$ cat config.mk
export PLATFORM = sky130hd
export DESIGN_NAME = icsd_core
export DESIGN_NICKNAME = d
export VERILOG_FILES = /design/src/rtl/icsd_pkg.sv /design/src/rtl/icsd_core.sv /design/src/rtl/icsd_phase_gen.sv
export SDC_FILE = /design/constraint.sdc
export NUM_CORES = 1
export LEC_CHECK = 0
export ABC_AREA = 1
export BUFFER_PORTS_ARGS = -buffer_cell sky130_fd_sc_hd__buf_2
export CELL_PAD_IN_SITES_DETAIL_PLACEMENT = 0
export CELL_PAD_IN_SITES_GLOBAL_PLACEMENT = 2
export CORE_ASPECT_RATIO = 1.75
export CORE_MARGIN = 4
export CORE_UTILIZATION = 33
export DETAILED_ROUTE_END_ITERATION = 6
export PLACE_DENSITY_LB_ADDON = 0.2
export SYNTH_ARGS = -nofsm -noshare
export SYNTH_HDL_FRONTEND = slang
export SYNTH_HIERARCHICAL = 1
export SYNTH_SLANG_ARGS = --single-unit
$ cat constraint.sdc
create_clock -name i_clk -period 3.65 [get_ports i_clk]
set_clock_uncertainty 0.05 [all_clocks]
set_input_delay 0 -clock i_clk [delete_from_list [all_inputs] [get_ports i_clk]]
set_output_delay 0 -clock i_clk [all_outputs]
set_load 0.1 [all_outputs]
$ cat src/rtl/icsd_pkg.sv
// Purpose: shared constants for the instruction cycle and skip decoder
// Assumes: 16-bit program words, 8-bit data, four phases per instruction cycle
// Notes: opcodes are matched on the top byte with the low two bits masked off
package icsd_pkg;
  localparam int unsigned WORD_W = 16;
  localparam int unsigned DATA_W = 8;
  localparam int unsigned ADDR_W = 8;
  localparam int unsigned BANK_W = 4;
  localparam int unsigned PHASES = 4;
  // byte-operation operand fields
  localparam int unsigned F_LSB = 0;
  localparam int unsigned A_POS = 8;
  localparam int unsigned D_POS = 9;
  localparam int unsigned B_LSB = 9;
  localparam int unsigned OP_LSB = 10;
  localparam int unsigned OP_W = 6;
  // control-operation operand fields
  localparam int unsigned S_POS = 0;
  localparam int unsigned M_LSB = 0;
  localparam int unsigned N_W = 11;
  // opcode patterns (top six bits)
  localparam logic [5:0] OP_DEC_SKIP_ZERO = 6'h0b;    // 0010 11
  localparam logic [5:0] OP_DEC_SKIP_NONZERO = 6'h13; // 0100 11
  // top nibble of a double-word second word; none of the first words below has it
  localparam logic [3:0] SECOND_NIBBLE = 4'hf;
  localparam logic [7:0] DW_MOVFF_TOP4 = 8'hc0;       // top nibble 1100
  localparam logic [7:0] DW_CALL_TOP7 = 8'hec;        // 1110 110s
  localparam logic [7:0] DW_GOTO_TOP8 = 8'hef;
  localparam logic [7:0] DW_LFSR_TOP8 = 8'hee;
  localparam logic [BANK_W-1:0] ACCESS_BANK = 4'h0;
  typedef enum logic [1:0] {ICSD_Q1, ICSD_Q2, ICSD_Q3, ICSD_Q4} icsd_phase_t;
endpackage

$ cat src/rtl/icsd_core.sv
// Purpose: decode fetched words and time each instruction cycle, with skips
// Assumes: i_word holds the prefetched word for the cycle that starts at Q1
// Notes: data for the file register comes in at Q2 on i_rd_data
`timescale 1ns/1ps
`default_nettype none
// Function
// - Every instruction is one 16-bit word except four that take two consecutive words.
// - Decrement-skip operations write the accumulator when the destination bit is clear and the file register when set.
// - A word with ones in its top four bits executed alone acts as a no-operation.
// - A single-word instruction takes one cycle, or two when its skip test is true.
// - A double-word instruction always takes two instruction cycles.
// - Each instruction cycle is four oscillator periods in four sequential phases.
// - In bit operations the bit field picks the bit within the addressed register.
// - The file operand is an eight-bit address from 0 to 255 within the selected bank.
// - Control operands give a program address, a call and return mode bit, or a table mode field.
// - Decrement-skip-when-zero subtracts one, writes the destination, and skips on a zero result.
// - Decrement-skip-when-nonzero subtracts one, writes the destination, and skips on a nonzero result.
// - A taken skip discards the prefetched word and runs a no-operation cycle instead.
// - A taken skip over a double-word instruction costs three cycles with two no-operation cycles.
module icsd_core #(
  parameter int unsigned WORD_W = icsd_pkg::WORD_W,
  parameter int unsigned DATA_W = icsd_pkg::DATA_W
) (
  input wire logic i_clk,
  input wire logic i_rst_b,
  input wire logic [WORD_W-1:0] i_word,
  input wire logic [DATA_W-1:0] i_rd_data,
  input wire logic [icsd_pkg::BANK_W-1:0] i_bank_select_pointer,
  input wire logic [DATA_W-1:0] i_working_accumulator,
  output logic o_rd_en,
  output logic [icsd_pkg::BANK_W-1:0] o_bank,
  output logic [icsd_pkg::ADDR_W-1:0] o_addr,
  output logic o_wr_file,
  output logic o_wr_acc,
  output logic [DATA_W-1:0] o_wr_data,
  output logic [2:0] o_bit_sel,
  output logic [icsd_pkg::N_W-1:0] o_prog_addr,
  output logic o_call_mode,
  output logic [1:0] o_table_mode,
  output logic o_nop_cycle,
  output logic o_cycle_done,
  output logic [1:0] o_phase
);
  icsd_pkg::icsd_phase_t phase;
  logic cycle_end;

  icsd_phase_gen u_phase (
    .i_clk(i_clk),
    .i_rst_b(i_rst_b),
    .o_phase(phase),
    .o_cycle_end(cycle_end)
  );

  typedef struct packed {
    logic [WORD_W-1:0] ir;
    logic [1:0] flush;    // no-operation cycles still owed
    logic dw_pend;        // next cycle is the second word of a double-word
    logic is_dec;
    logic skip_nz;
    logic [DATA_W-1:0] opnd;
    logic [DATA_W-1:0] res;
    logic rd_en;
    logic [icsd_pkg::BANK_W-1:0] bank;
    logic [icsd_pkg::ADDR_W-1:0] addr;
    logic wr_file;
    logic wr_acc;
    logic [DATA_W-1:0] wr_data;
    logic [2:0] bit_sel;
    logic [icsd_pkg::N_W-1:0] prog_addr;
    logic call_mode;
    logic [1:0] table_mode;
    logic nop;
    logic done;
    logic [1:0] ph;
  } icsd_state_t;
  icsd_state_t st_q, st_d;

  // recognise the first word of a double-word instruction
  function automatic logic is_double(input logic [WORD_W-1:0] w);
    logic [7:0] t;
    t = w[WORD_W-1 -: 8];
    is_double = (t[7:4] == icsd_pkg::DW_MOVFF_TOP4[7:4])
             || (t[7:1] == icsd_pkg::DW_CALL_TOP7[7:1])
             || (t == icsd_pkg::DW_GOTO_TOP8)
             || (t == icsd_pkg::DW_LFSR_TOP8);
  endfunction

  // phase-ordered decode, read, process and write with skip flushing
  always_comb begin
    logic cur_nop;
    logic zero;
    cur_nop = (st_q.flush != 2'h0) || st_q.dw_pend;
    zero = (st_q.res == '0);
    st_d = st_q;
    st_d.wr_file = 1'b0;
    st_d.wr_acc = 1'b0;
    st_d.rd_en = 1'b0;
    st_d.done = cycle_end; // pulse after every fourth phase
    st_d.ph = phase;
    case (phase)
      icsd_pkg::ICSD_Q1: begin
        st_d.ir = i_word;
        st_d.nop = cur_nop;
        st_d.is_dec = 1'b0;
        if (!cur_nop) begin
          // lone second word has top nibble of ones: decodes to nothing
          if (i_word[WORD_W-1 -: 4] != icsd_pkg::SECOND_NIBBLE) begin
            st_d.is_dec = (i_word[icsd_pkg::OP_LSB +: icsd_pkg::OP_W] == icsd_pkg::OP_DEC_SKIP_ZERO)
                       || (i_word[icsd_pkg::OP_LSB +: icsd_pkg::OP_W] == icsd_pkg::OP_DEC_SKIP_NONZERO);
          end
          st_d.skip_nz = (i_word[icsd_pkg::OP_LSB +: icsd_pkg::OP_W] == icsd_pkg::OP_DEC_SKIP_NONZERO);
          st_d.addr = i_word[icsd_pkg::F_LSB +: icsd_pkg::ADDR_W];
          st_d.bank = i_word[icsd_pkg::A_POS] ? i_bank_select_pointer : icsd_pkg::ACCESS_BANK;
          st_d.bit_sel = i_word[icsd_pkg::B_LSB +: 3];
          st_d.prog_addr = i_word[icsd_pkg::N_W-1:0];
          st_d.call_mode = i_word[icsd_pkg::S_POS];
          st_d.table_mode = i_word[icsd_pkg::M_LSB +: 2];
        end
      end
      icsd_pkg::ICSD_Q2: begin
        st_d.rd_en = st_q.is_dec && !st_q.nop;
        st_d.opnd = i_rd_data;
      end
      icsd_pkg::ICSD_Q3: begin
        st_d.res = st_q.opnd - DATA_W'(1);
      end
      default: begin
        if (st_q.nop) begin
          // owed no-operation cycle: nothing written
          if (st_q.dw_pend) begin
            st_d.dw_pend = 1'b0;
          end else if (st_q.flush != 2'h0) begin
            st_d.flush = st_q.flush - 2'h1;
            // the discarded word opened a double-word: its second word is owed as well
            if (st_q.flush == 2'h1 && is_double(st_q.ir)) begin
              st_d.flush = 2'h1;
            end
          end
        end else begin
          st_d.dw_pend = is_double(st_q.ir);
          if (st_q.is_dec) begin
            st_d.wr_data = st_q.res;
            st_d.wr_file = st_q.ir[icsd_pkg::D_POS];
            st_d.wr_acc = !st_q.ir[icsd_pkg::D_POS];
            if (st_q.skip_nz ? !zero : zero) begin
              st_d.flush = 2'h1;
            end
          end
        end
      end
    endcase
  end

  always_ff @(posedge i_clk or negedge i_rst_b) begin
    if (!i_rst_b) begin
      st_q <= '0;
    end else begin
      st_q <= st_d;
    end
  end

  assign o_rd_en = st_q.rd_en;
  assign o_bank = st_q.bank;
  assign o_addr = st_q.addr;
  assign o_wr_file = st_q.wr_file;
  assign o_wr_acc = st_q.wr_acc;
  assign o_wr_data = st_q.wr_data;
  assign o_bit_sel = st_q.bit_sel;
  assign o_prog_addr = st_q.prog_addr;
  assign o_call_mode = st_q.call_mode;
  assign o_table_mode = st_q.table_mode;
  assign o_nop_cycle = st_q.nop;
  assign o_cycle_done = st_q.done;
  assign o_phase = st_q.ph;

  // phase sequence and write timing
  phase_order_a: assert property (@(posedge i_clk) disable iff (!i_rst_b)
    (phase == icsd_pkg::ICSD_Q4) |=> (phase == icsd_pkg::ICSD_Q1) ##3 (phase == icsd_pkg::ICSD_Q4))
    else $error("phase order broken");
  write_after_q4_a: assert property (@(posedge i_clk) disable iff (!i_rst_b)
    (o_wr_file || o_wr_acc) |-> $past(phase) == icsd_pkg::ICSD_Q4)
    else $error("write outside q4");
  dest_exclusive_a: assert property (@(posedge i_clk) disable iff (!i_rst_b)
    !(o_wr_file && o_wr_acc))
    else $error("two destinations");
  nop_no_write_a: assert property (@(posedge i_clk) disable iff (!i_rst_b)
    (o_cycle_done && o_nop_cycle) |-> !(o_wr_file || o_wr_acc))
    else $error("write in nop cycle");
  skip_gives_nop_a: assert property (@(posedge i_clk) disable iff (!i_rst_b)
    (o_wr_file || o_wr_acc) && (st_q.skip_nz ? (o_wr_data != 8'h00) : (o_wr_data == 8'h00))
    |-> ##2 o_nop_cycle)
    else $error("skip without nop cycle");
  dec_result_a: assert property (@(posedge i_clk) disable iff (!i_rst_b)
    (o_wr_file || o_wr_acc) |-> o_wr_data == DATA_W'($past(st_q.opnd, 2) - 1))
    else $error("decrement wrong");
  dw_second_nop_a: assert property (@(posedge i_clk) disable iff (!i_rst_b)
    (phase == icsd_pkg::ICSD_Q1 && st_q.dw_pend) |=> st_d.nop || st_q.nop)
    else $error("second word executed");
  access_bank_a: assert property (@(posedge i_clk) disable iff (!i_rst_b)
    (phase == icsd_pkg::ICSD_Q1 && !st_q.dw_pend && st_q.flush == 2'h0 && !i_word[icsd_pkg::A_POS])
    |=> o_bank == icsd_pkg::ACCESS_BANK)
    else $error("access bank not chosen");
  read_in_q2_a: assert property (@(posedge i_clk) disable iff (!i_rst_b)
    o_rd_en |-> $past(phase) == icsd_pkg::ICSD_Q2)
    else $error("read outside q2");

  // live decode slot: a Q1 edge that is not owed a no-operation
  logic q1_live;
  assign q1_live = (phase == icsd_pkg::ICSD_Q1) && (st_q.flush == 2'h0) && !st_q.dw_pend;

  // cycle framing as seen at the outputs
  cycle_done_q4_a: assert property (@(posedge i_clk) disable iff (!i_rst_b)
    o_cycle_done |-> $past(phase) == icsd_pkg::ICSD_Q4)
    else $error("cycle end outside q4");
  done_period_a: assert property (@(posedge i_clk) disable iff (!i_rst_b)
    o_cycle_done |=> !o_cycle_done [*3] ##1 o_cycle_done)
    else $error("cycle length not four");
  phase_out_a: assert property (@(posedge i_clk) disable iff (!i_rst_b)
    o_phase == $past(phase))
    else $error("phase output lag wrong");

  // read and write strobes
  rd_pulse_a: assert property (@(posedge i_clk) disable iff (!i_rst_b)
    o_rd_en |=> !o_rd_en)
    else $error("read strobe too long");
  wr_pulse_a: assert property (@(posedge i_clk) disable iff (!i_rst_b)
    (o_wr_file || o_wr_acc) |=> !(o_wr_file || o_wr_acc))
    else $error("write strobe too long");
  read_in_live_a: assert property (@(posedge i_clk) disable iff (!i_rst_b)
    o_rd_en |-> !o_nop_cycle)
    else $error("read in nop cycle");
  read_then_write_a: assert property (@(posedge i_clk) disable iff (!i_rst_b)
    (o_wr_file || o_wr_acc) |-> $past(o_rd_en, 2))
    else $error("write without read");
  opnd_taken_a: assert property (@(posedge i_clk) disable iff (!i_rst_b)
    (phase == icsd_pkg::ICSD_Q2 && st_q.is_dec && !st_q.nop) |=> st_q.opnd == $past(i_rd_data))
    else $error("operand not taken in q2");

  // destination steering and decoded operations
  file_dest_a: assert property (@(posedge i_clk) disable iff (!i_rst_b)
    o_wr_file |-> st_q.ir[icsd_pkg::D_POS])
    else $error("file write with d clear");
  acc_dest_a: assert property (@(posedge i_clk) disable iff (!i_rst_b)
    o_wr_acc |-> !st_q.ir[icsd_pkg::D_POS])
    else $error("accumulator write with d set");
  dec_only_a: assert property (@(posedge i_clk) disable iff (!i_rst_b)
    (o_wr_file || o_wr_acc) |-> (st_q.ir[icsd_pkg::OP_LSB +: icsd_pkg::OP_W] == icsd_pkg::OP_DEC_SKIP_ZERO)
      || (st_q.ir[icsd_pkg::OP_LSB +: icsd_pkg::OP_W] == icsd_pkg::OP_DEC_SKIP_NONZERO))
    else $error("write from other opcode");

  // skip decisions and cycle counts
  zero_no_skip_a: assert property (@(posedge i_clk) disable iff (!i_rst_b)
    (o_wr_file || o_wr_acc) && (o_wr_data != 8'h00)
      && (st_q.ir[icsd_pkg::OP_LSB +: icsd_pkg::OP_W] == icsd_pkg::OP_DEC_SKIP_ZERO) |-> ##2 !o_nop_cycle)
    else $error("skip on nonzero result");
  nz_no_skip_a: assert property (@(posedge i_clk) disable iff (!i_rst_b)
    (o_wr_file || o_wr_acc) && (o_wr_data == 8'h00)
      && (st_q.ir[icsd_pkg::OP_LSB +: icsd_pkg::OP_W] == icsd_pkg::OP_DEC_SKIP_NONZERO) |-> ##2 !o_nop_cycle)
    else $error("skip on zero result");
  plain_one_cycle_a: assert property (@(posedge i_clk) disable iff (!i_rst_b)
    (o_cycle_done && !o_nop_cycle && !is_double(st_q.ir) && !(o_wr_file || o_wr_acc)) |-> ##2 !o_nop_cycle)
    else $error("single word took two cycles");
  dw_then_nop_a: assert property (@(posedge i_clk) disable iff (!i_rst_b)
    (o_cycle_done && !o_nop_cycle && is_double(st_q.ir)) |-> ##2 o_nop_cycle)
    else $error("double word not two cycles");
  dw_skip_extra_a: assert property (@(posedge i_clk) disable iff (!i_rst_b)
    (o_cycle_done && o_nop_cycle && st_q.flush == 2'h1 && is_double(st_q.ir)) |-> ##2 o_nop_cycle)
    else $error("skip over double word too short");
  second_inert_a: assert property (@(posedge i_clk) disable iff (!i_rst_b)
    (q1_live && i_word[WORD_W-1 -: 4] == icsd_pkg::SECOND_NIBBLE) |=> !st_q.is_dec)
    else $error("lone second word decoded");

  // operand fields taken at a live decode and held through owed cycles
  addr_field_a: assert property (@(posedge i_clk) disable iff (!i_rst_b)
    q1_live |=> o_addr == $past(i_word[icsd_pkg::F_LSB +: icsd_pkg::ADDR_W]))
    else $error("file address field wrong");
  bit_field_a: assert property (@(posedge i_clk) disable iff (!i_rst_b)
    q1_live |=> o_bit_sel == $past(i_word[icsd_pkg::B_LSB +: 3]))
    else $error("bit field wrong");
  prog_field_a: assert property (@(posedge i_clk) disable iff (!i_rst_b)
    q1_live |=> o_prog_addr == $past(i_word[icsd_pkg::N_W-1:0]))
    else $error("program address field wrong");
  mode_field_a: assert property (@(posedge i_clk) disable iff (!i_rst_b)
    q1_live |=> (o_call_mode == $past(i_word[icsd_pkg::S_POS]))
      && (o_table_mode == $past(i_word[icsd_pkg::M_LSB +: 2])))
    else $error("mode field wrong");
  bank_ptr_a: assert property (@(posedge i_clk) disable iff (!i_rst_b)
    (q1_live && i_word[icsd_pkg::A_POS]) |=> o_bank == $past(i_bank_select_pointer))
    else $error("pointer bank not chosen");
  nop_fields_a: assert property (@(posedge i_clk) disable iff (!i_rst_b)
    (phase == icsd_pkg::ICSD_Q1 && !q1_live) |=> $stable(o_addr) && $stable(o_bank) && $stable(o_prog_addr))
    else $error("fields changed in nop cycle");

  skip_taken_c: cover property (@(posedge i_clk) disable iff (!i_rst_b) o_cycle_done && o_nop_cycle);
  write_file_c: cover property (@(posedge i_clk) disable iff (!i_rst_b) o_wr_file);
  write_acc_c: cover property (@(posedge i_clk) disable iff (!i_rst_b) o_wr_acc);
  double_word_c: cover property (@(posedge i_clk) disable iff (!i_rst_b)
    st_q.nop && st_q.flush == 2'h1 && is_double(st_q.ir));
endmodule
`default_nettype wire

$ cat src/rtl/icsd_phase_gen.sv
// Purpose: four-phase sequencer for the instruction cycle
// Assumes: one oscillator period per clock
// Notes: o_cycle_end pulses in the fourth phase
`timescale 1ns/1ps
`default_nettype none
module icsd_phase_gen (
  input wire logic i_clk,
  input wire logic i_rst_b,
  output icsd_pkg::icsd_phase_t o_phase,
  output logic o_cycle_end
);
  typedef struct packed {
    icsd_pkg::icsd_phase_t phase;
  } icsd_pg_state_t;
  icsd_pg_state_t st_q, st_d;

  // advance one phase per oscillator period
  always_comb begin
    st_d = st_q;
    case (st_q.phase)
      icsd_pkg::ICSD_Q1: st_d.phase = icsd_pkg::ICSD_Q2;
      icsd_pkg::ICSD_Q2: st_d.phase = icsd_pkg::ICSD_Q3;
      icsd_pkg::ICSD_Q3: st_d.phase = icsd_pkg::ICSD_Q4;
      default: st_d.phase = icsd_pkg::ICSD_Q1;
    endcase
  end

  always_ff @(posedge i_clk or negedge i_rst_b) begin
    if (!i_rst_b) begin
      st_q <= '{phase: icsd_pkg::ICSD_Q1};
    end else begin
      st_q <= st_d;
    end
  end

  assign o_phase = st_q.phase;
  assign o_cycle_end = (st_q.phase == icsd_pkg::ICSD_Q4);
endmodule
`default_nettype wire

==> out/qor.txt, run 1 <==
Outcome: completed
Top delay family on crit path: buffers and inverters
Worst slew pin tran: 589 ps
Post-synth top area share: 0.537
R2R depth: 9
Chip Width: 78.2 um
Vias in the first global route: 2149
Remaining DRCs: 0
Area leader, netlist: dfrtp_1
CP Capture Type: register
Global placer's final weighted congestion: 0.751
Hold Buf Count CTS: 29
CP max FO: 23
WL final: 6.04 mm
Starting Density: 0.340
Critical path's most frequent cell: inv_1
Max-slew violation count: 0
CP max stage cell: dfrtp_1
Top post-synthesis cells by count: nand2_1, dfrtp_1, buf_4
Sink Count: 61
Area growth syn-to-layout: 27.7%
H-tree depth: 3
Die height: 131 um
I/O pin cnt: 82
Synth Cell Area: 0.00284 mm2
Wire length of the first global-routing pass: 10.0 mm
Setup total negative slack: 0 ps
Top-count cell post-synth: nand2_1
Clk_lat worst skew: 330 ps
Seq cells post-synth: 61
Synth area leaders: dfrtp_1, nand2_1, buf_4
Final setup vio count: 0
Async SR Flop Fraction: 1.00
Final net count: 421
Detail Route Antenna Nets: 0
Clock transition at the registers of the reported paths: 50 ps
WP depth: 9
Vias: 2063
Post-Syn Area per Cell: 9.32 um2
Crit path capture: st_q[60]
Grt total ovfl: 0
Initial antenna violation count: 0
Largest net degree at the start of global routing: 38
Core ar.: 0.00837 mm2
Post-synthesis cell count: 305
Primary FF master, synth: dfrtp_1
Setup slack, reg-to-reg: 1990 ps
Crit-path cells: inv_1, ha_1, inv_1, nor2_1, nand2_1, buf_4, inv_2, nand4_1, o21ai_0
Ys Warns: 6
Number of synthesized flops with an enable pin: 0
WP data required: 3840 ps
Mapped Nets: 350
Detail Placement HPWL: 4.32 mm
CP Data Arrival Time: 1860 ps
Max stage delay on crit path: 410 ps
RSZ-0062 raised after global routing: no
Num CTS Buffers: 9
Root buf cell: clkbuf_16
Die area: 0.0102 mm2
Worst Setup Start Kind: register
WS Path Type: register to register
Hold Path Class: input port to async pin
Count of different cell masters after synthesis: 24
Final hold violation count: 0
RR Endpoint: st_q[60]
Sequential-to-total area share from yosys stat: 0.537
Slew margin rel.: 0.607
Vias per cell: 4.16
WP buf/inv: 4
Number of antenna diodes: 0
Resize count post-CTS: 0
Average wire per standard cell: 12.2 um
Total Routing Usage GR: 0.130
Crit share post-route: 0.456
Reg2reg start: st_q[63]
Row count: 44
First-pass detailed-route iteration total: 4
Critical Path Source: st_q[63]
Max Cap Viol: 0
Initial DRC Count: 84
Port Buffers: 73
Max frequency: 0.601 GHz
TritonCTS clock tree: yes
Clock Path Buffers: 2
Minimum clock period: 1660 ps
Layout cells sized above 1: 0.265
Post-CTS Setup Bufs: 0
[registers in the layout (all words and copies together) (netlist names)]
register / cells
o_wr_data: 8
st_q: 28
o_wr_file: 1
o_addr: 7
o_wr_acc: 1
o_phase: 2
o_prog_addr: 2
o_nop_cycle: 1
u_phase/o_phase: 2
o_bit_sel: 3
o_rd_en: 1
o_bank: 4
o_cycle_done: 1
[worst reg2reg max path, delay by kind of cell, from the launching register on]
family,cells,cell delay (ps)
buffers and inverters,4,570
flip-flops,1,410
adder cells (fa/ha/maj),1,140
AO/OA/AOI/OAI,1,120
AND/OR/NAND/NOR,3,300
[cell usage in the layout, fill, tap and decap left out, drive strengths merged]
cell / count
a21oi: 6
buf: 75
clkbuf: 16
dfrtp: 61
dlygate4sd3: 29
ha: 7
inv: 26
mux2: 9
nand2: 85
nand3: 8
nand3b: 1
nand4: 2
nor2: 22
nor4: 1
o21ai: 24
o22ai: 1
or2: 1
xnor2: 1
xor2: 6
[layout make-up]
type / count / area [um2]
fillers: 870 / 4740
flip-flops and latches: 61 / 1530
multi-input cells: 174 / 901
repair buffers: 104 / 671
clock buffers: 16 / 292
well taps: 115 / 144
inverters: 26 / 97.6
[cell families (layout without fill, tap and decap cells)]
group	Yosys count	count (layout)	synth area share
buffers and inverters	70	146	0.146
DFF	61	61	0.537
xor gates and xnor gates	7	7	0.0216
AOI/OAI and AO/OA	31	31	0.0550
adders and majority gates	7	7	0.0308
and+or+nand+nor	120	120	0.171
muxes	9	9	0.0383
[through the flow]
step / hold WS (ps) / area, um2 / setup WS [ps] / std cells / util
floorplan: -346 / 2840 / 1680 / 305 / -
global placement: -6.63 / 3050 / 1930 / 451 / 0.364
detailed placement: -0.138 / 3050 / 1950 / 451 / 0.364
CTS: 189 / 3630 / 1920 / 496 / 0.434
global route: 229 / 3630 / 1790 / 496 / 0.434
finish: 166 / 3630 / 1990 / 496 / 0.434
[routing by layer]
layer | global-route usage | vias to the layer above | part of all wire
met5 | 0 | - | 0
met4 | 0.0649 | 0 | 0.020
met3 | 0.0398 | 10 | 0.045
met2 | 0.251 | 52 | 0.55
met1 | 0.123 | 941 | 0.38
li1 | - | 1060 | -
[worst min-delay path by stage]
| stage | startpoint | slack (ps) | end |
|---|---|---|---|
| finish | i_rst_b | 170 | o_bit_sel[1] |
| global route | i_rst_b | 230 | o_bit_sel[1] |
| CTS | i_rst_b | 190 | o_bit_sel[1] |
| detailed placement | i_rst_b | -0.1 | o_bit_sel[1] |
| global placement | i_rst_b | -7 | o_bit_sel[1] |
| floorplan | i_rst_b | -350 | o_addr[0] |
Power of run 1 is left out: the tool's default activity adds up to more than one toggle a clock period on the data nets, which glitch-free logic cannot reach.
==> inputs of run 2 (changes only) <==
--- a/config.mk
+++ b/config.mk
@@ -11,7 +11,7 @@
 export CELL_PAD_IN_SITES_GLOBAL_PLACEMENT = 2
 export CORE_ASPECT_RATIO = 1.75
 export CORE_MARGIN = 4
-export CORE_UTILIZATION = 33
+export CORE_UTILIZATION = 30
 export DETAILED_ROUTE_END_ITERATION = 6
 export PLACE_DENSITY_LB_ADDON = 0.2
 export SYNTH_ARGS = -nofsm -noshare
==> constraint.sdc (replaced) <==
create_clock -name i_clk -period 1.67 [get_ports i_clk]
set_clock_uncertainty 0.05 [all_clocks]
set_input_delay 0 -clock i_clk [delete_from_list [all_inputs] [get_ports i_clk]]
set_output_delay 0 -clock i_clk [all_outputs]
set_load 0.1 [all_outputs]
==> run 2 against run 1 <==
  * Critical path depth decreased by 1
  * Worst hold slack got worse by 7.3 ps
  * Die area increased by 9.2%
  * Sequential share of layout area decreased by 1.2 points
  * Via count increased by 1.3%
  * Critical endpoint unchanged
  * Largest cell class unchanged
  * Core utilization decreased by 2.5 points
==> out/qor.txt, run 2 (synthesis results as in run 1) <==
Area growth syn-to-layout: 31.5% (was 27.7%)
Final net count: 430 (was 421)
Layout cells sized above 1: 0.290 (was 0.265)
Detail Route Antenna Nets: 0 (unchanged)
Number of antenna diodes: 0 (unchanged)
Max Cap Viol: 0 (unchanged)
Clk network pwr share: 0.247
Vias: 2089 (was 2063)
Largest net degree at the start of global routing: 62 (was 38)
WL final: 6.00 mm (was 6.04 mm)
Placed cell area: 0.00314 mm2 (was 0.00305 mm2)
WP data required: 1810 ps (was 3840 ps)
Max FFs per register: 28 (unchanged)
WS Path Type: register to register (unchanged)
Die area: 0.0112 mm2 (was 0.0102 mm2)
I/O pin cnt: 82 (unchanged)
Setup slack, reg-to-reg: 260 ps (was 1990 ps)
Resize count post-CTS: 0 (unchanged)
Comb power frac: 0.498
Seq pwr share: 0.255
Grt total ovfl: 0 (unchanged)
Average wire per standard cell: 11.8 um (was 12.2 um)
Total Routing Usage GR: 0.120 (was 0.130)
Chip Width: 81.6 um (was 78.2 um)
Initial DRC Count: 40 (was 84)
Num CTS Buffers: 9 (unchanged)
Final hold violation count: 0 (unchanged)
Starting Density: 0.311 (was 0.340)
Detail Placement HPWL: 4.32 mm (about the same)
Design area: 0.00374 mm2 (was 0.00363 mm2)
Maximum vdd drop: 1.41 mV
Sink Count: 61 (unchanged)
Slew margin rel.: 0.672 (was 0.607)
Most frequent cells in the layout: nand2_1, buf_2, dfrtp_1 (unchanged)
Sw frac: 0.536
Max-slew violation count: 0 (unchanged)
TritonCTS clock tree: yes (unchanged)
Crit share post-route: 0.843 (was 0.456)
Die height: 137 um (was 131 um)
Internal Dissipation: 3.57 mW
Port Buffers: 73 (unchanged)
Max frequency: 0.710 GHz (was 0.601 GHz)
Outcome: completed (unchanged)
Root buf cell: clkbuf_16 (unchanged)
Vias per cell: 4.10 (was 4.16)
Worst slew pin tran: 495 ps (was 589 ps)
Commonest non-fill, non-tap cell in the layout: nand2_1 (unchanged)
Wire length of the first global-routing pass: 9.89 mm (was 10.0 mm)
Initial antenna violation count: 0 (unchanged)
Reg with most FFs: st_q (unchanged)
CP Capture Type: register (unchanged)
Hold Path Class: input port to async pin (unchanged)
CP Data Arrival Time: 1550 ps (was 1860 ps)
RSZ-0062 raised after global routing: no (unchanged)
Clk_lat worst skew: 330 ps (about the same)
P_leak: 1.97 nW
Clock Path Buffers: 2 (unchanged)
CP max FO: 9 (was 23)
Global placer's final weighted congestion: 0.727 (was 0.751)
Row count: 46 (was 44)
Setup total negative slack: 0 ps (unchanged)
H-tree depth: 3 (unchanged)
Final setup vio count: 0 (unchanged)
Pwr/cell area: 2060 mW/mm2
Switching power: 4.12 mW
Clock transition at the registers of the reported paths: 50 ps (about the same)
Worst Setup Start Kind: register (unchanged)
First-pass detailed-route iteration total: 4 (unchanged)
Vias in the first global route: 2135 (was 2149)
Core ar.: 0.00915 mm2 (was 0.00837 mm2)
Remaining DRCs: 0 (unchanged)
Minimum clock period: 1410 ps (was 1660 ps)
run 2: cell count changes in the layout (fill, tap and decap cells not counted):
cell and delta:
buf_4 +8, clkbuf_1 -2, buf_12 +1, bufinv_16 +1, clkbuf_8 -1, clkinv_2 +1
clkinvlp_4 +1, dfrtp_1 -1, dfrtp_2 +1
run 2: metrics by stage:
step           cells   util  setup WS, ps  hold slack [ps]  total power [mW]
6_report         510  0.409           262              159              7.69
3_3_place_gp     465  0.343           253            -10.4              5.78
5_1_grt          510  0.409          52.2              212              8.01
2_1_floorplan    305      -          43.5             -346              5.74
4_1_cts          510  0.409           234              177              7.78
3_5_place_dp     465  0.343           250            -7.49              5.79
run 2: repair_timing:
action	CTS	global route
hold buffers	29	0
setup buffers	0	0
endpoints found under the hold margin	93	0
run 2: layout make-up:
class / instances / area [um2]
Clock inverter: 3 / 42.5
Sequential cell: 61 / 1530
Fill cell: 936 / 5410
Timing Repair Buffer: 113 / 751
Tap cell: 120 / 150
Clock buffer: 13 / 270
Inverter: 26 / 97.6
Multi-Input combinational cell: 174 / 901
run 2: path summary, 6_finish.rpt:
| kind | from | endpoint | depth (start not counted) |
|---|---|---|---|
| max | st_q[63] | st_q[60] | 8 |
| min reg2reg | st_q[74] | o_wr_acc | 1 |
| max in group asynchronous | i_rst_b | o_nop_cycle | 3 |
| min | i_rst_b | o_bit_sel[1] | 3 |
| max reg2reg | st_q[63] | st_q[60] | 8 |
| min in group i_clk | i_word[1] | o_addr[1] | 4 |
run 2: routing by layer:
layer / up-vias / global-route usage / wire [um]
li1: 1081 / - / -
met1: 942 / 0.126 / 2370
met2: 56 / 0.211 / 3140
met3: 10 / 0.0310 / 361
met4: 0 / 0.0665 / 132
met5: - / 0 / 0
run 2: power by group through the flow:
stage / sequential [mW] / clock (mW) / combinational [mW]
after floorplan: 2.13 / 0 / 3.61
after global placement: 1.98 / 0 / 3.80
after detailed placement: 1.99 / 0 / 3.80
after CTS: 1.97 / 1.95 / 3.86
after global routing: 2.01 / 2.01 / 3.99
final: 1.96 / 1.90 / 3.83
run 2: worst max-delay path, cell delays in order (launching register included):
cell and delay [ps]:
dfrtp_1 410, inv_1 70, ha_1 140, inv_1 50
nor2_1 90, nand2_1 80, inv_2 120, buf_4 190
o21ai_0 90
(Power assumes the default switching activity.)
==> inputs of run 3 (changes only) <==
--- a/config.mk
+++ b/config.mk
@@ -11,7 +11,7 @@
 export CELL_PAD_IN_SITES_GLOBAL_PLACEMENT = 2
 export CORE_ASPECT_RATIO = 1.75
 export CORE_MARGIN = 4
-export CORE_UTILIZATION = 30
+export CORE_UTILIZATION = 27
 export DETAILED_ROUTE_END_ITERATION = 6
 export PLACE_DENSITY_LB_ADDON = 0.2
 export SYNTH_ARGS = -nofsm -noshare
==> constraint.sdc (replaced) <==
create_clock -name i_clk -period 1.2 [get_ports i_clk]
set_clock_uncertainty 0.05 [all_clocks]
set_input_delay 0 -clock i_clk [delete_from_list [all_inputs] [get_ports i_clk]]
set_output_delay 0 -clock i_clk [all_outputs]
set_load 0.1 [all_outputs]
==> run 3 against run 2 <==
  * Clock power grew 49%
  * Total power rose by 55%
  * Worst hold slack worse by 120 ps
  * Largest power group unchanged
  * Non-clock buffer count up 39
  * Register-to-register slack got worse by 430 ps
  * Sequential power up 44%
  * Maximum frequency grew 2.7%
  * Setup slack got worse by 430 ps
  * Global-route usage up 0.35 points
  * Sequential cell count unchanged
  * Final area up 25%
  * The flow now finishes with violations (negative setup slack)
==> out/qor.txt, run 3 (synthesis results as in run 1) <==
I/O pin cnt: 82 (unchanged)
Non-Filler Instances: 557 (was 510)
Maximum vdd drop: 2.02 mV (was 1.41 mV)
RR Endpoint: o_bit_sel[0] (was st_q[60])
Clock transition at the registers of the reported paths: 50 ps (about the same)
Largest net degree at the start of global routing: 31 (was 62)
Detail Route Antenna Nets: 0 (unchanged)
RSZ-0062 raised after global routing: yes (was no)
Worst Setup Start Kind: register (unchanged)
Global placer's final weighted congestion: 0.738 (was 0.727)
Core ar.: 0.0103 mm2 (was 0.00915 mm2)
Final net count: 470 (was 430)
Max Cap Viol: 0 (unchanged)
First-pass detailed-route iteration total: 4 (unchanged)
Reg2reg start: st_q[64] (was st_q[63])
Failing checks: negative setup slack
Power, Total: 11.9 mW (was 7.69 mW)
Vias: 2356 (was 2089)
CP Capture Type: register (unchanged)
Initial DRC Count: 32 (was 40)
Die height: 144 um (was 137 um)
WL final: 7.24 mm (was 6.00 mm)
Chip Width: 85.6 um (was 81.6 um)
Vias per cell: 4.23 (was 4.10)
Final hold violation count: 0 (unchanged)
Hold Path Class: input port to async pin (unchanged)
Average wire per standard cell: 13.0 um (was 11.8 um)
Detail Placement HPWL: 4.97 mm (was 4.32 mm)
Max frequency: 0.730 GHz (was 0.710 GHz)
Row count: 49 (was 46)
Outcome: finished with violations (was completed)
WP data required: 1410 ps (was 1810 ps)
Area growth syn-to-layout: 63.8% (was 31.5%)
Commonest non-fill, non-tap cell in the layout: nand2_1 (unchanged)
Die area: 0.0123 mm2 (was 0.0112 mm2)
Layout cells sized above 1: 0.479 (was 0.290)
Slew margin rel.: 0.672 (about the same)
Clock Path Buffers: 2 (unchanged)
CP max FO: 6 (was 9)
Max-slew violation count: 0 (unchanged)
Setup slack, reg-to-reg: -170 ps (was 260 ps)
Wire length of the first global-routing pass: 11.5 mm (was 9.89 mm)
Total Routing Usage GR: 0.123 (was 0.120)
Initial antenna violation count: 0 (unchanged)
Grt total ovfl: 0 (unchanged)
Pwr/cell area: 2560 mW/mm2 (was 2060 mW/mm2)
Max FFs per register: 28 (unchanged)
CP Data Arrival Time: 1590 ps (was 1550 ps)
Reg with most FFs: st_q (unchanged)
Placed cell count: 494 (was 465)
Minimum clock period: 1370 ps (was 1410 ps)
Final setup vio count: 33 (was 0)
Placed cell area: 0.00348 mm2 (was 0.00314 mm2)
Final worst slack: -171 ps (was 262 ps)
P_leak: 2.30 nW (was 1.97 nW)
Vias in the first global route: 2362 (was 2135)
Remaining DRCs: 0 (unchanged)
Most frequent cells in the layout: nand2_1, dfrtp_1, buf_2, buf_4, dlygate4sd3_1 (was nand2_1, buf_2, dfrtp_1)
Port Buffers: 73 (unchanged)
WS Path Type: register to register (unchanged)
Num CTS Buffers: 9 (unchanged)
TritonCTS clock tree: yes (unchanged)
Number of antenna diodes: 0 (unchanged)
Design area: 0.00466 mm2 (was 0.00374 mm2)
Worst slew pin tran: 495 ps (about the same)
R2R depth: 9 (was 8)
Sink Count: 61 (unchanged)
Crit share post-route: 1.14 (was 0.843)
Clk_lat worst skew: 330 ps (about the same)
Starting Density: 0.276 (was 0.311)
Fillers: 1008 (was 936)
H-tree depth: 3 (unchanged)
Root buf cell: clkbuf_16 (unchanged)
[run 3: changes by cell type in the layout (fill, tap and decap cells not counted), sizes merged]
cell	change
clkinv	+2
inv	-2
bufinv	+1
clkbuf	+18
clkinvlp	+1
buf	+16
dlygate4sd3	+4
[run 3: critical path, stage by stage, from the launching register on]
cell       delay (ps)
dfrtp_1           390
inv_2              90
ha_4              140
inv_4              40
nor2_4            140
nand2_8           130
clkinv_8          100
clkbuf_16         140
nand2_1            50
nand2_1            50
[run 3: final cells by class]
cell class	instances	area, um2	share of cell area
tap	127	159	0.0341
timing repair inverter	1	7.51	0.00161
multi-input combinational	174	1130	0.242
timing repair buffer	152	1380	0.296
inverter	26	121	0.0260
clock buffer	12	256	0.0550
clock inverter	4	70.1	0.0150
sequential	61	1530	0.329
[run 3: report_power, final]
group          leakage, nW  internal [mW]  switching (mW)  total (mW)
Clock                0.163           1.92           0.909        2.83
Combinational         1.38           1.42            4.85        6.28
Sequential           0.757           2.48           0.350        2.83
Total                 2.30           5.82            6.11        11.9
[run 3: worst max path at each step]
stage / from / to / slack (ps) / cells past startpoint
6_report: st_q[64] / o_bit_sel[0] / -170 / 9
5_1_grt: st_q[64] / o_bank[0] / -210 / 8
4_1_cts: st_q[64] / o_addr[4] / -150 / 9
3_5_place_dp: st_q[64] / o_prog_addr[7] / -150 / 9
3_3_place_gp: st_q[64] / o_addr[3] / -130 / 9
2_1_floorplan: o_nop_cycle / o_wr_data[5] / -230 / 4
[run 3: through the flow]
| stage | utilization | hold slack [ps] | TNS, ps | setup slack (ps) |
|---|---|---|---|---|
| 6_report | 0.452 | 38.6 | -3850 | -171 |
| 2_1_floorplan | - | -346 | -1470 | -227 |
| 3_3_place_gp | 0.338 | -139 | -2710 | -125 |
| 4_1_cts | 0.425 | 50.7 | -3080 | -145 |
| 5_1_grt | 0.452 | 74.2 | -5880 | -209 |
| 3_5_place_dp | 0.338 | -136 | -3200 | -151 |
[run 3: per-layer routing]
metal / wire length (um) / track usage / up-vias
met2: 4180 / 0.227 / 50
li1: - / - / 1165
met5: 0 / 0 / -
met1: 2610 / 0.126 / 1135
met3: 325 / 0.0344 / 6
met4: 115 / 0.0601 / 0
[run 3: repair_timing]
item | 4_1_cts | 5_1_grt
cloned | 3 | 2
setup buffers | 7 | 3
hold buffers | 33 | 0
resized for setup | 47 | 70
endpoints found under the hold margin | 87 | 0
setup endpoints to repair | 53 | 64
pin swaps | 10 | 25
